$ cat src/shared/gpio_special_pkg.sv
// Constants and types for the general-pin special-function block
//
// Notes on behaviour
// Fifth and sixth general pins can serve as fault_out_a and fault_out_b.
// A fault output asserts when any selected channel violates any enabled type.
// fault_out_a selects channels 1-8 in its first register, 9-12 in second bits 3:0.
// Second register bits 4,5,6 enable overvoltage, undervoltage, early warning.
// Bit 7 of each second register: 0 active-low, 1 active-high.
// fault_out_b uses the same layout in its own third and fourth registers.
// Sixth pin as powerup_fault_out flags power-up fault, drops enables, saves log.
// trim_up_in low selects margin-up set; trim_down_in low selects margin-down set.
// Equal trim input levels select the normal DAC value registers.
// Margin-up or margin-down closes DAC switches and enables margin by itself.
// Without margin direction, DAC switches follow the DAC enable registers only.
// Margin enabled by trim_hold_in low or margin register control bit 1.
// While margining, hold fault and reset outputs, ignore violations, log nothing.
// Controller drives trim_hold_in low before moving supplies, high for normal use.
// manual_reset_in low asserts reset; reset holds for timeout after release. Here RESET_HOLD ends the cycle after release, with a RESET_START pulse.
// Sixth pin config 110 makes open-drain active-low watchdog_expired_out.
// Fifth pin config 111 makes watchdog_kick_in.
// With no enabled violation each fault output sits at its inactive level.
package gpio_special_pkg;

  // ==========================================================
  // Register offsets
  localparam logic [7:0] OFS_FAULT_A_SEL = 8'h15;
  localparam logic [7:0] OFS_FAULT_A_CFG = 8'h16;
  localparam logic [7:0] OFS_FAULT_B_SEL = 8'h17;
  localparam logic [7:0] OFS_FAULT_B_CFG = 8'h18;

  // ==========================================================
  // Field positions
  localparam int CFG_HIGH_CH_MSB = 3;
  localparam int CFG_OV_BIT = 4;
  localparam int CFG_UV_BIT = 5;
  localparam int CFG_EW_BIT = 6;
  localparam int CFG_POL_BIT = 7;
  localparam int MARGIN_CTRL_BIT = 1;
  localparam int NUM_CH = 12;
  localparam int NUM_DAC = 12;

  // ==========================================================
  // Pin mode codes and reset values
  localparam logic [2:0] MODE_FAULT_PP = 3'h3;
  localparam logic [2:0] MODE_FAULT_OD = 3'h4;
  localparam logic [2:0] MODE_PIN6_MARGIN = 3'h0;
  localparam logic [2:0] MODE_PIN6_WDOG = 3'h6;
  localparam logic [2:0] MODE_SPECIAL = 3'h7;
  localparam logic [7:0] RST_REG = 8'h00;

  typedef enum logic [1:0] {TRIM_NORMAL, TRIM_UP, TRIM_DOWN} trim_sel_t;

  // Decode the margin trim pins into a value-set selection
  function automatic trim_sel_t trim_decode(input logic up_n, input logic dn_n);
    if (!up_n && dn_n) begin
      return TRIM_UP;
    end else if (up_n && !dn_n) begin
      return TRIM_DOWN;
    end
    return TRIM_NORMAL;
  endfunction : trim_decode

endpackage : gpio_special_pkg

$ cat src/gpio_special.sv
// Special functions of the general-purpose pins of a supply manager
`timescale 1ns/10ps
`default_nettype none
module gpio_special
  import gpio_special_pkg::*;
(
  input wire logic CLK,
  input wire logic RST_N,
  input wire logic REG_WE,
  input wire logic [7:0] REG_ADDR,
  input wire logic [7:0] REG_WDATA,
  output logic [7:0] REG_RDATA,
  input wire logic [2:0] PIN2_MODE,
  input wire logic [2:0] PIN3_MODE,
  input wire logic [2:0] PIN4_MODE,
  input wire logic [2:0] PIN5_MODE,
  input wire logic [2:0] PIN6_MODE,
  input wire logic MARGIN_CTRL,
  input wire logic [NUM_DAC-1:0] DAC_SWITCH_EN,
  input wire logic [NUM_CH-1:0] OV_VIOL,
  input wire logic [NUM_CH-1:0] UV_VIOL,
  input wire logic [NUM_CH-1:0] EW_VIOL,
  input wire logic SEQ_FAULT,
  input wire logic RESET_REQ,
  input wire logic WDOG_EXPIRED,
  input wire logic PIN2_IN,
  input wire logic PIN3_IN,
  input wire logic PIN4_IN,
  input wire logic PIN5_IN,
  input wire logic PIN6_IN,
  output logic PIN5_OUT,
  output logic PIN5_OE,
  output logic PIN6_OUT,
  output logic PIN6_OE,
  output logic COMBINED_FAULT,
  output logic RESET_START,
  output logic RESET_HOLD,
  output logic WATCHDOG_KICK,
  output logic ENABLES_OFF,
  output logic LOG_SAVE,
  output logic LOG_ALLOWED,
  output logic MARGIN_ACTIVE,
  output logic [1:0] TRIM_SET,
  output logic [NUM_DAC-1:0] DAC_SWITCH
);

  typedef struct packed {
    logic [7:0] a_sel;
    logic [7:0] a_cfg;
    logic [7:0] b_sel;
    logic [7:0] b_cfg;
    logic fault_a;
    logic fault_b;
    logic any_fault;
    logic reset_hold;
    logic pu_fault;
    logic save;
  } state_t;

  state_t st;
  state_t next_st;

  // ==========================================================
  // Fault evaluation
  logic [NUM_CH-1:0] sel_a;
  logic [NUM_CH-1:0] sel_b;
  logic hit_a;
  logic hit_b;
  logic margin_on;
  trim_sel_t trim;
  logic mr_low;

  assign sel_a = {st.a_cfg[CFG_HIGH_CH_MSB:0], st.a_sel};
  assign sel_b = {st.b_cfg[CFG_HIGH_CH_MSB:0], st.b_sel};

  // Any selected channel with any enabled violation type
  function automatic logic fault_hit(input logic [NUM_CH-1:0] sel, input logic [7:0] cfg,
                                     input logic [NUM_CH-1:0] ov, input logic [NUM_CH-1:0] uv,
                                     input logic [NUM_CH-1:0] ew);
    return |(sel & ((ov & {NUM_CH{cfg[CFG_OV_BIT]}})
                  | (uv & {NUM_CH{cfg[CFG_UV_BIT]}})
                  | (ew & {NUM_CH{cfg[CFG_EW_BIT]}})));
  endfunction : fault_hit

  assign hit_a = fault_hit(sel_a, st.a_cfg, OV_VIOL, UV_VIOL, EW_VIOL);
  assign hit_b = fault_hit(sel_b, st.b_cfg, OV_VIOL, UV_VIOL, EW_VIOL);

  // The hold pin only counts while the sixth pin is configured as margin input
  assign margin_on = ((PIN6_MODE == MODE_PIN6_MARGIN) && !PIN6_IN)
                   || MARGIN_CTRL;
  assign mr_low = (PIN4_MODE == MODE_SPECIAL) && !PIN4_IN;

  // Trim pins act only when both are configured for margining
  assign trim = ((PIN2_MODE == MODE_SPECIAL) && (PIN3_MODE == MODE_SPECIAL))
              ? trim_decode(PIN2_IN, PIN3_IN) : TRIM_NORMAL;

  // ==========================================================
  // Next state
  always_comb begin
    next_st = st;
    next_st.save = 1'b0;
    if (REG_WE) begin
      unique case (REG_ADDR)
        OFS_FAULT_A_SEL: next_st.a_sel = REG_WDATA;
        OFS_FAULT_A_CFG: next_st.a_cfg = REG_WDATA;
        OFS_FAULT_B_SEL: next_st.b_sel = REG_WDATA;
        OFS_FAULT_B_CFG: next_st.b_cfg = REG_WDATA;
        default: next_st = next_st;
      endcase
    end
    // Frozen outputs keep their state; violations during margining are dropped
    if (!margin_on && trim == TRIM_NORMAL) begin
      next_st.fault_a = hit_a;
      next_st.fault_b = hit_b;
      next_st.any_fault = |(OV_VIOL | UV_VIOL | EW_VIOL);
      next_st.reset_hold = mr_low || RESET_REQ;
      if (PIN6_MODE == MODE_SPECIAL && SEQ_FAULT && !st.pu_fault) begin
        next_st.pu_fault = 1'b1;
        next_st.save = 1'b1;
      end
    end
  end

  always_ff @(posedge CLK) begin
    if (!RST_N) begin
      st <= '{a_sel: RST_REG, a_cfg: RST_REG, b_sel: RST_REG, b_cfg: RST_REG, default: 1'b0};
    end else begin
      st <= next_st;
    end
  end

  // ==========================================================
  // Register read
  always_comb begin
    unique case (REG_ADDR)
      OFS_FAULT_A_SEL: REG_RDATA = st.a_sel;
      OFS_FAULT_A_CFG: REG_RDATA = st.a_cfg;
      OFS_FAULT_B_SEL: REG_RDATA = st.b_sel;
      OFS_FAULT_B_CFG: REG_RDATA = st.b_cfg;
      default: REG_RDATA = 8'h00;
    endcase
  end

  // ==========================================================
  // Pin drivers
  logic a_level;
  logic b_level;
  logic p5_fault;
  logic p6_fault;

  // Polarity: asserted level equals the polarity bit
  assign a_level = st.a_cfg[CFG_POL_BIT] ? st.fault_a : !st.fault_a;
  assign b_level = st.b_cfg[CFG_POL_BIT] ? st.fault_b : !st.fault_b;
  assign p5_fault = (PIN5_MODE == MODE_FAULT_PP) || (PIN5_MODE == MODE_FAULT_OD);
  assign p6_fault = (PIN6_MODE == MODE_FAULT_PP) || (PIN6_MODE == MODE_FAULT_OD);

  always_comb begin
    PIN5_OUT = 1'b0;
    PIN5_OE = 1'b0;
    PIN6_OUT = 1'b0;
    PIN6_OE = 1'b0;
    if (p5_fault) begin
      PIN5_OUT = a_level;
      // Open drain only drives the low level
      PIN5_OE = (PIN5_MODE == MODE_FAULT_PP) || !a_level;
    end
    if (p6_fault) begin
      PIN6_OUT = b_level;
      PIN6_OE = (PIN6_MODE == MODE_FAULT_PP) || !b_level;
    end else if (PIN6_MODE == MODE_PIN6_WDOG) begin
      PIN6_OE = WDOG_EXPIRED;
    end else if (PIN6_MODE == MODE_SPECIAL) begin
      PIN6_OE = st.pu_fault;
    end
  end

  assign WATCHDOG_KICK = (PIN5_MODE == MODE_SPECIAL) && PIN5_IN;
  assign COMBINED_FAULT = st.any_fault;
  assign RESET_HOLD = st.reset_hold;
  assign RESET_START = st.reset_hold && !next_st.reset_hold;
  assign ENABLES_OFF = st.pu_fault;
  assign LOG_SAVE = st.save;
  // Trim up or down also enables margining, so logging closes then as well
  assign LOG_ALLOWED = !margin_on && (trim == TRIM_NORMAL);
  assign MARGIN_ACTIVE = margin_on || (trim != TRIM_NORMAL);
  assign TRIM_SET = trim;
  assign DAC_SWITCH = (trim != TRIM_NORMAL) ? {NUM_DAC{1'b1}} : DAC_SWITCH_EN;

endmodule : gpio_special
`default_nettype wire

$ cat config.mk
export PLATFORM = sky130hd
export DESIGN_NAME = gpio_special
export DESIGN_NICKNAME = d
export VERILOG_FILES = /design/src/shared/gpio_special_pkg.sv /design/src/gpio_special.sv
export SDC_FILE = /design/constraint.sdc
export NUM_CORES = 1
export LEC_CHECK = 0
export BUFFER_PORTS_ARGS = -buffer_cell sky130_fd_sc_hd__buf_4
export CORE_MARGIN = 10
export CORE_UTILIZATION = 47
export CTS_BUF_LIST = sky130_fd_sc_hd__clkbuf_2
export DETAILED_ROUTE_END_ITERATION = 10
export GPL_TIMING_DRIVEN = 0
export PLACE_DENSITY = 0.85
export SLEW_MARGIN = 20
export SYNTH_ARGS = -nofsm -noshare
export SYNTH_HDL_FRONTEND = slang
export SYNTH_SLANG_ARGS = --single-unit
$ cat constraint.sdc
create_clock -name CLK -period 1.75 [get_ports CLK]
set_input_delay 0.2625 -clock CLK [delete_from_list [all_inputs] [get_ports CLK]]
set_output_delay 0.2625 -clock CLK [all_outputs]
set_load 0.01 [all_outputs]
## Word-level counts from Yosys, hierarchy flattened

Index checks and enable logic that the tools add are counted.

- Add/subtract/negate cells: 0
- Equal/unequal tests: 14
- Multiplexer cells: 18
- Magnitude comparators: 0
- Shift-type cells: 0
- Divide/modulo/power cells: 0
- Bitwise gates (word level): 14
- Reduce and logical (&&, ||, !) cells: 38
- Multiply operators: 0

Operators by type and width:

| kind | count |
|---|---|
| $and 12x12->12 | 8 |
| $or 12x12->12 | 6 |
| $reduce_or 12->1 | 3 |
| $eq 8x5->1 const B | 4 |
| $pmux 8 s4 | 1 |
| $eq 3x3->1 const B | 8 |
| $mux 12 | 1 |
| $logic_not 1->1 | 11 |
| $logic_and 1x1->1 | 10 |
| $mux 1 | 10 |
| $mux 2 | 5 |
| $reduce_and 2->1 | 4 |
| $logic_or 1x1->1 | 7 |
| $eq 3x2->1 const B | 2 |
| $mux 6 | 1 |
| $logic_not 3->1 | 1 |
| $logic_not 2->1 | 1 |
| $reduce_bool 2->1 | 1 |

- Register bits: 38
- Memories kept: 0
- ROM bits: 0
- Bits in writable memories: 0
- Output and inout bits: 34
- Word-level logic and storage cells: 94
- Bits of input ports: 91
- Latch bits: 0

## Longest topological paths before layout

- Depth after elaboration: 11
- Gate-level depth with buffers: 6
- Gate-level depth less buffers: 4

## Least setup slack after synthesis

No wires, ideal clock.

- Path type: input to output
- Start point: input REG_ADDR[2]
- End point: output REG_RDATA[6]
- Path slack: 0.176 ns
- Data required time: 1.487 ns
- Path buffers: 2
- Arrival: 1.312 ns
- Stages on the path: 6
- Cells stage by stage: nor2b_1 -> and4_1 -> buf_6 -> buf_12 -> a222oi_1 -> nand2_1

- Cells in the longest elaborated chain, start to end: 2
- Elaborated cells between the ends (all ways): 5
- Classes of those cells: eq/ne: 4; mux: 1

Ends and longest elaborated chain:

| element | line | text |
|---|---|---|
| start: declaration | gpio_special.sv:10 | `input wire logic [7:0] REG_ADDR,` |
| $eq 8x5->1 | gpio_special.sv:135 | `unique case (REG_ADDR)` |
| $pmux 8 s4 (*) | gpio_special.sv:135 |  |
| end: declaration | gpio_special.sv:12 | `output logic [7:0] REG_RDATA,` |

Mark *: on every way between the ends. The rest lies on a longest branch, timed or not.

## Worst setup path after layout

- Start point: input REG_ADDR[7]
- End point: output REG_RDATA[6]

The elaborated chain is that of the path after synthesis.

==> run_results.csv <==
group,metric,value,unit
yosys,syn-instance-count,323,
outcome,outcome,"finished with violations",
timing,rsz0062_at_grt,"true",
layout,fin_cells,531,
floorplanning,die_x,92.2,µm
clocking,cts.clk_slew.worst_paths,0.20,ns
worst_setup_path,worstRegToRegCells,5,
timing,fin_skew,0.00990,ns
worst_setup_path,worst-path-buf-inv,4,
worst_setup_path,critical_path.max_stage_delay,0.38,ns
clocking,numCtsBuffers,5,
placement,gpl.final_weighted_congestion,0.964,
flow_run,maximum_capacitance_violations,0,
floorplanning,fp.dieH,92.2,µm
global_routing,grt_first_pass_wirelength,16.3,mm
worst_setup_path,reg2reg_to,"st[5]",
timing,layout_setup_ws,-0.0545,ns
power,cellPowerDensity,534,nW/µm²
worst_setup_path,critical_path.endpoint_type,"output port",
global_routing,initial_antenna_violation_count,0,
worst_setup_path,worst-setup-path-type,"in2out",
power,seq_power_share,44.4,%
power,switching_share,25.5,%
floorplanning,floorplan.rows,26,
timing,timing.final.crit_share,103,%
worst_setup_path,critical_path.cell_chain,"buf_6 -> nor4b_4 -> and3_1 -> buf_4 -> buf_8 -> a222oi_1 -> nand2_1 -> buf_6",
global_routing,globalRouteTotalUtil,23.3,%
timing,timing.setup.tns,-0.128,ns
worst_setup_path,crit_required,1.49,ns
route,drtPass1Iterations,9,
layout,drive_above_1_share,39.0,%
yosys,syn_area,2450,µm²
worst_setup_path,worstPathArrival,1.54,ns
clocking,tritoncts_clock_tree,"done",
placement,dpl_cell_area,3460,µm²
layout,areaGrowthSynthToFinish,51.5,%
layout,multiInputGateArea,1470,µm²
worst_setup_path,crit_path_frequent_cell,"sky130_fd_sc_hd__buf_6",
route,routed_wl,10.7,mm
route,routed_wire_length_per_instance,20.1,µm
worst_setup_path,timing.critical_path.from_type,"input port",
min_path,hold_start,"RST_N",
yosys,synth.lib_cells_used.distinct,38,
yosys,ys.warnings.count,0,
timing,max-slew-margin-rel,65.5,%
power,clk_network_pwr_share,35.8,%
worst_setup_path,worst_path_dominant_cell_family,"simple AND/OR/NAND/NOR gates",
layout,layout.cells.most_common_list,"126 x sky130_fd_sc_hd__buf_4, 35 x sky130_fd_sc_hd__dfxtp_1, 32 x sky130_fd_sc_hd__a222oi_1, 32 x sky130_fd_sc_hd__nand3_1, 32 x sky130_fd_sc_hd__a21oi_1",
power,vdd_ir_drop_max,0.000601,V
yosys,netlist_top_cells_area,"sky130_fd_sc_hd__dfxtp_1 31%, sky130_fd_sc_hd__a222oi_1 13%, sky130_fd_sc_hd__a21oi_1 6.5%",
yosys,postSynthNetCount,414,
clocking,clock_sink_count,38,
route,detail_route.iter0.violations,526,
timing,max_freq,554,MHz
timing,timing.final.hold_violations,0,
placement,numPortBuffers,123,
timing,setup_viol,4,
timing,finalCriticalPeriod,1.80,ns
global_routing,grt_start_max_net_pins,15,
power,pwr-share-comb,19.8,%
layout,layout_commonest_cell,"sky130_fd_sc_hd__buf_4",
floorplanning,effective_utilization_at_floorplan,48.3,%
route,route.detailed.vias_per_inst,6.25,
power,cellLeakagePower,1.49,nW
global_routing,first_global_vias,3160,
min_path,whs_path_depth,2,
worst_setup_path,r2r_startpoint,"st[27]",
yosys,ys_seq_elements,38,
layout,fin_area,3710,µm²
timing,worst-slew-pin-transition,0.517,ns
yosys,synth_largest_type_area_fraction,31.0,%
clocking,ctsHtreeMaxLevel,2,
placement,dpl.cell_count,516,
floorplanning,num_io_pins,125,
power,power.net_switching,505,µW
clocking,root_buffer,"sky130_fd_sc_hd__clkbuf_2",
clocking,worstSkewPairLatency,0.41,ns
layout,fin_nets,551,
timing,finalMaxSlewViolations,0,
min_path,hold_path_class,"in2reg",
layout,fill_cells,417,
yosys,synth_top_cell_by_area,"sky130_fd_sc_hd__dfxtp_1",
placement,dp.final_hpwl,8.50,mm
layout,antennaDiodeCount,0,
route,post_route_drc,0,
yosys,seq_area_frac_synth,31.0,%
layout,ff_latch_area,767,µm²
worst_setup_path,ff2ff_setup_slack,0.01,ns
power,power.internal,1.48,mW
clocking,maximum_buffer_depth_of_the_clock_tree,2,
floorplanning,placeableCoreArea,5070,µm²
global_routing,total_gr_overflow,0,
outcome,violations_in_the_final_reports,"negative setup slack",
clocking,cts_hold_buf,0,
route,vias,3318,
yosys,syn_avg_cell_area,7.59,µm²
route,final_antenna_net_count,0,
worst_setup_path,cp_slowest_cell,"sky130_fd_sc_hd__nor4b_4",
worst_setup_path,critical_path_peak_fanout,10,
min_path,worstHoldEndpoint,"ENABLES_OFF",
floorplanning,area_of_the_die,8500,µm²
power by group through the flow:
stage | combinational (mW) | clock (mW) | sequential [mW]
after CTS | 0.385 | 0.706 | 0.881
after floorplan | 0.105 | 0 | 0.898
after global routing | 0.421 | 0.740 | 0.881
final | 0.392 | 0.709 | 0.880
after global placement | 0.369 | 0 | 0.897
after detailed placement | 0.376 | 0 | 0.898
how the worst max path moves through the flow:
stage,start,end,cells after the start
final,REG_ADDR[7],REG_RDATA[6],8
after global routing,REG_ADDR[7],REG_RDATA[5],8
after CTS,REG_ADDR[6],REG_RDATA[6],8
after detailed placement,REG_ADDR[5],REG_RDATA[1],6
after global placement,REG_ADDR[5],REG_RDATA[1],6
after floorplan,REG_ADDR[2],REG_RDATA[6],6
metal layers:
| layer | routed length (µm) | global-route usage (%) | vias up |
|---|---|---|---|
| met1 | 3930 | 26.5 | 1509 |
| met3 | 1280 | 6.85 | 31 |
| met4 | 332 | 9.64 | 0 |
| li1 | - | - | 1519 |
| met5 | 0 | 0 | - |
| met2 | 5140 | 39.7 | 259 |
Yosys cell counts:
master                     instances
sky130_fd_sc_hd__a222oi_1         32
sky130_fd_sc_hd__nor3b_1           3
sky130_fd_sc_hd__a31oi_1           2
sky130_fd_sc_hd__nor4b_4           1
sky130_fd_sc_hd__nor4_1           12
sky130_fd_sc_hd__inv_1            28
sky130_fd_sc_hd__nor2_1            5
sky130_fd_sc_hd__o21ai_0          26
sky130_fd_sc_hd__o21a_1            1
sky130_fd_sc_hd__clkinv_1          1
sky130_fd_sc_hd__nor2b_1           4
sky130_fd_sc_hd__or2_2            12
sky130_fd_sc_hd__buf_6             3
sky130_fd_sc_hd__nand3_2           1
sky130_fd_sc_hd__nand4b_1          1
sky130_fd_sc_hd__buf_2             4
sky130_fd_sc_hd__nor3_1            1
sky130_fd_sc_hd__nand3b_1          2
sky130_fd_sc_hd__o22ai_1          10
sky130_fd_sc_hd__a211oi_1          2
sky130_fd_sc_hd__buf_4             3
sky130_fd_sc_hd__and2_1            2
sky130_fd_sc_hd__a221oi_1          2
sky130_fd_sc_hd__nand4_1           4
sky130_fd_sc_hd__clkbuf_1         13
sky130_fd_sc_hd__dfxtp_1          38
sky130_fd_sc_hd__a311oi_1          1
sky130_fd_sc_hd__nand3_1          32
sky130_fd_sc_hd__nand2_1          30
sky130_fd_sc_hd__xor2_1            1
sky130_fd_sc_hd__and4b_1           1
sky130_fd_sc_hd__a21boi_0          1
sky130_fd_sc_hd__and4_1            4
sky130_fd_sc_hd__a41oi_1           1
sky130_fd_sc_hd__buf_12            1
sky130_fd_sc_hd__and3_1            4
sky130_fd_sc_hd__xnor2_1           2
sky130_fd_sc_hd__a21oi_1          32
sequential cells by signal, summed over array words and instances (netlist names):
| name | flops |
|---|---|
| sel_b | 12 |
| sel_a | 12 |
| LOG_SAVE | 1 |
| st | 10 |
| RESET_HOLD | 1 |
| COMBINED_FAULT | 1 |
| ENABLES_OFF | 1 |
cells by family after synthesis:
| family | after synthesis | synth area share [%] |
|---|---|---|
| flops | 38 | 31.0 |
| buf+inv | 53 | 10.4 |
| compound gates | 110 | 30.6 |
| simple gates | 119 | 26.9 |
| xor+xnor | 3 | 1.07 |
timing repair:
item	4_1_cts	5_1_grt
hold endpoints to repair	0	0
setup endpoints to repair	10	11
buffers inserted	4	4
resized for setup	23	16
cloned	0	1
pin swaps	9	10
worst reg2reg max path: stages (launching register included):
cell and delay [ns]:
sky130_fd_sc_hd__dfxtp_1 0.42, sky130_fd_sc_hd__clkbuf_2 0.24, sky130_fd_sc_hd__a222oi_1 0.39, sky130_fd_sc_hd__o22ai_1 0.16, sky130_fd_sc_hd__nor4_2 0.30, sky130_fd_sc_hd__a31oi_1 0.12
through the flow:
step / utilization, % / hold slack [ns] / power [mW] / worst slack (ns)
finish: 73.2 / 0.0584 / 1.98 / -0.0545
global route: 73.2 / 0.0717 / 2.04 / -0.149
CTS: 71.7 / 0.0664 / 1.97 / -0.0509
detailed placement: 68.2 / 0.469 / 1.27 / -0.199
global placement: 68.2 / 0.463 / 1.27 / -0.202
floorplan: - / 0.380 / 1.00 / 0.176
final cells by class:
class / count / area share, %
Timing Repair Buffer: 132 / 27.4
Clock inverter: 3 / 1.85
Inverter: 29 / 2.93
Clock buffer: 5 / 0.674
Sequential cell: 38 / 20.7
Tap cell: 70 / 2.36
Buffer: 22 / 4.48
Multi-Input combinational cell: 232 / 39.6
Note: power is estimated with default switching activity, not from simulation.
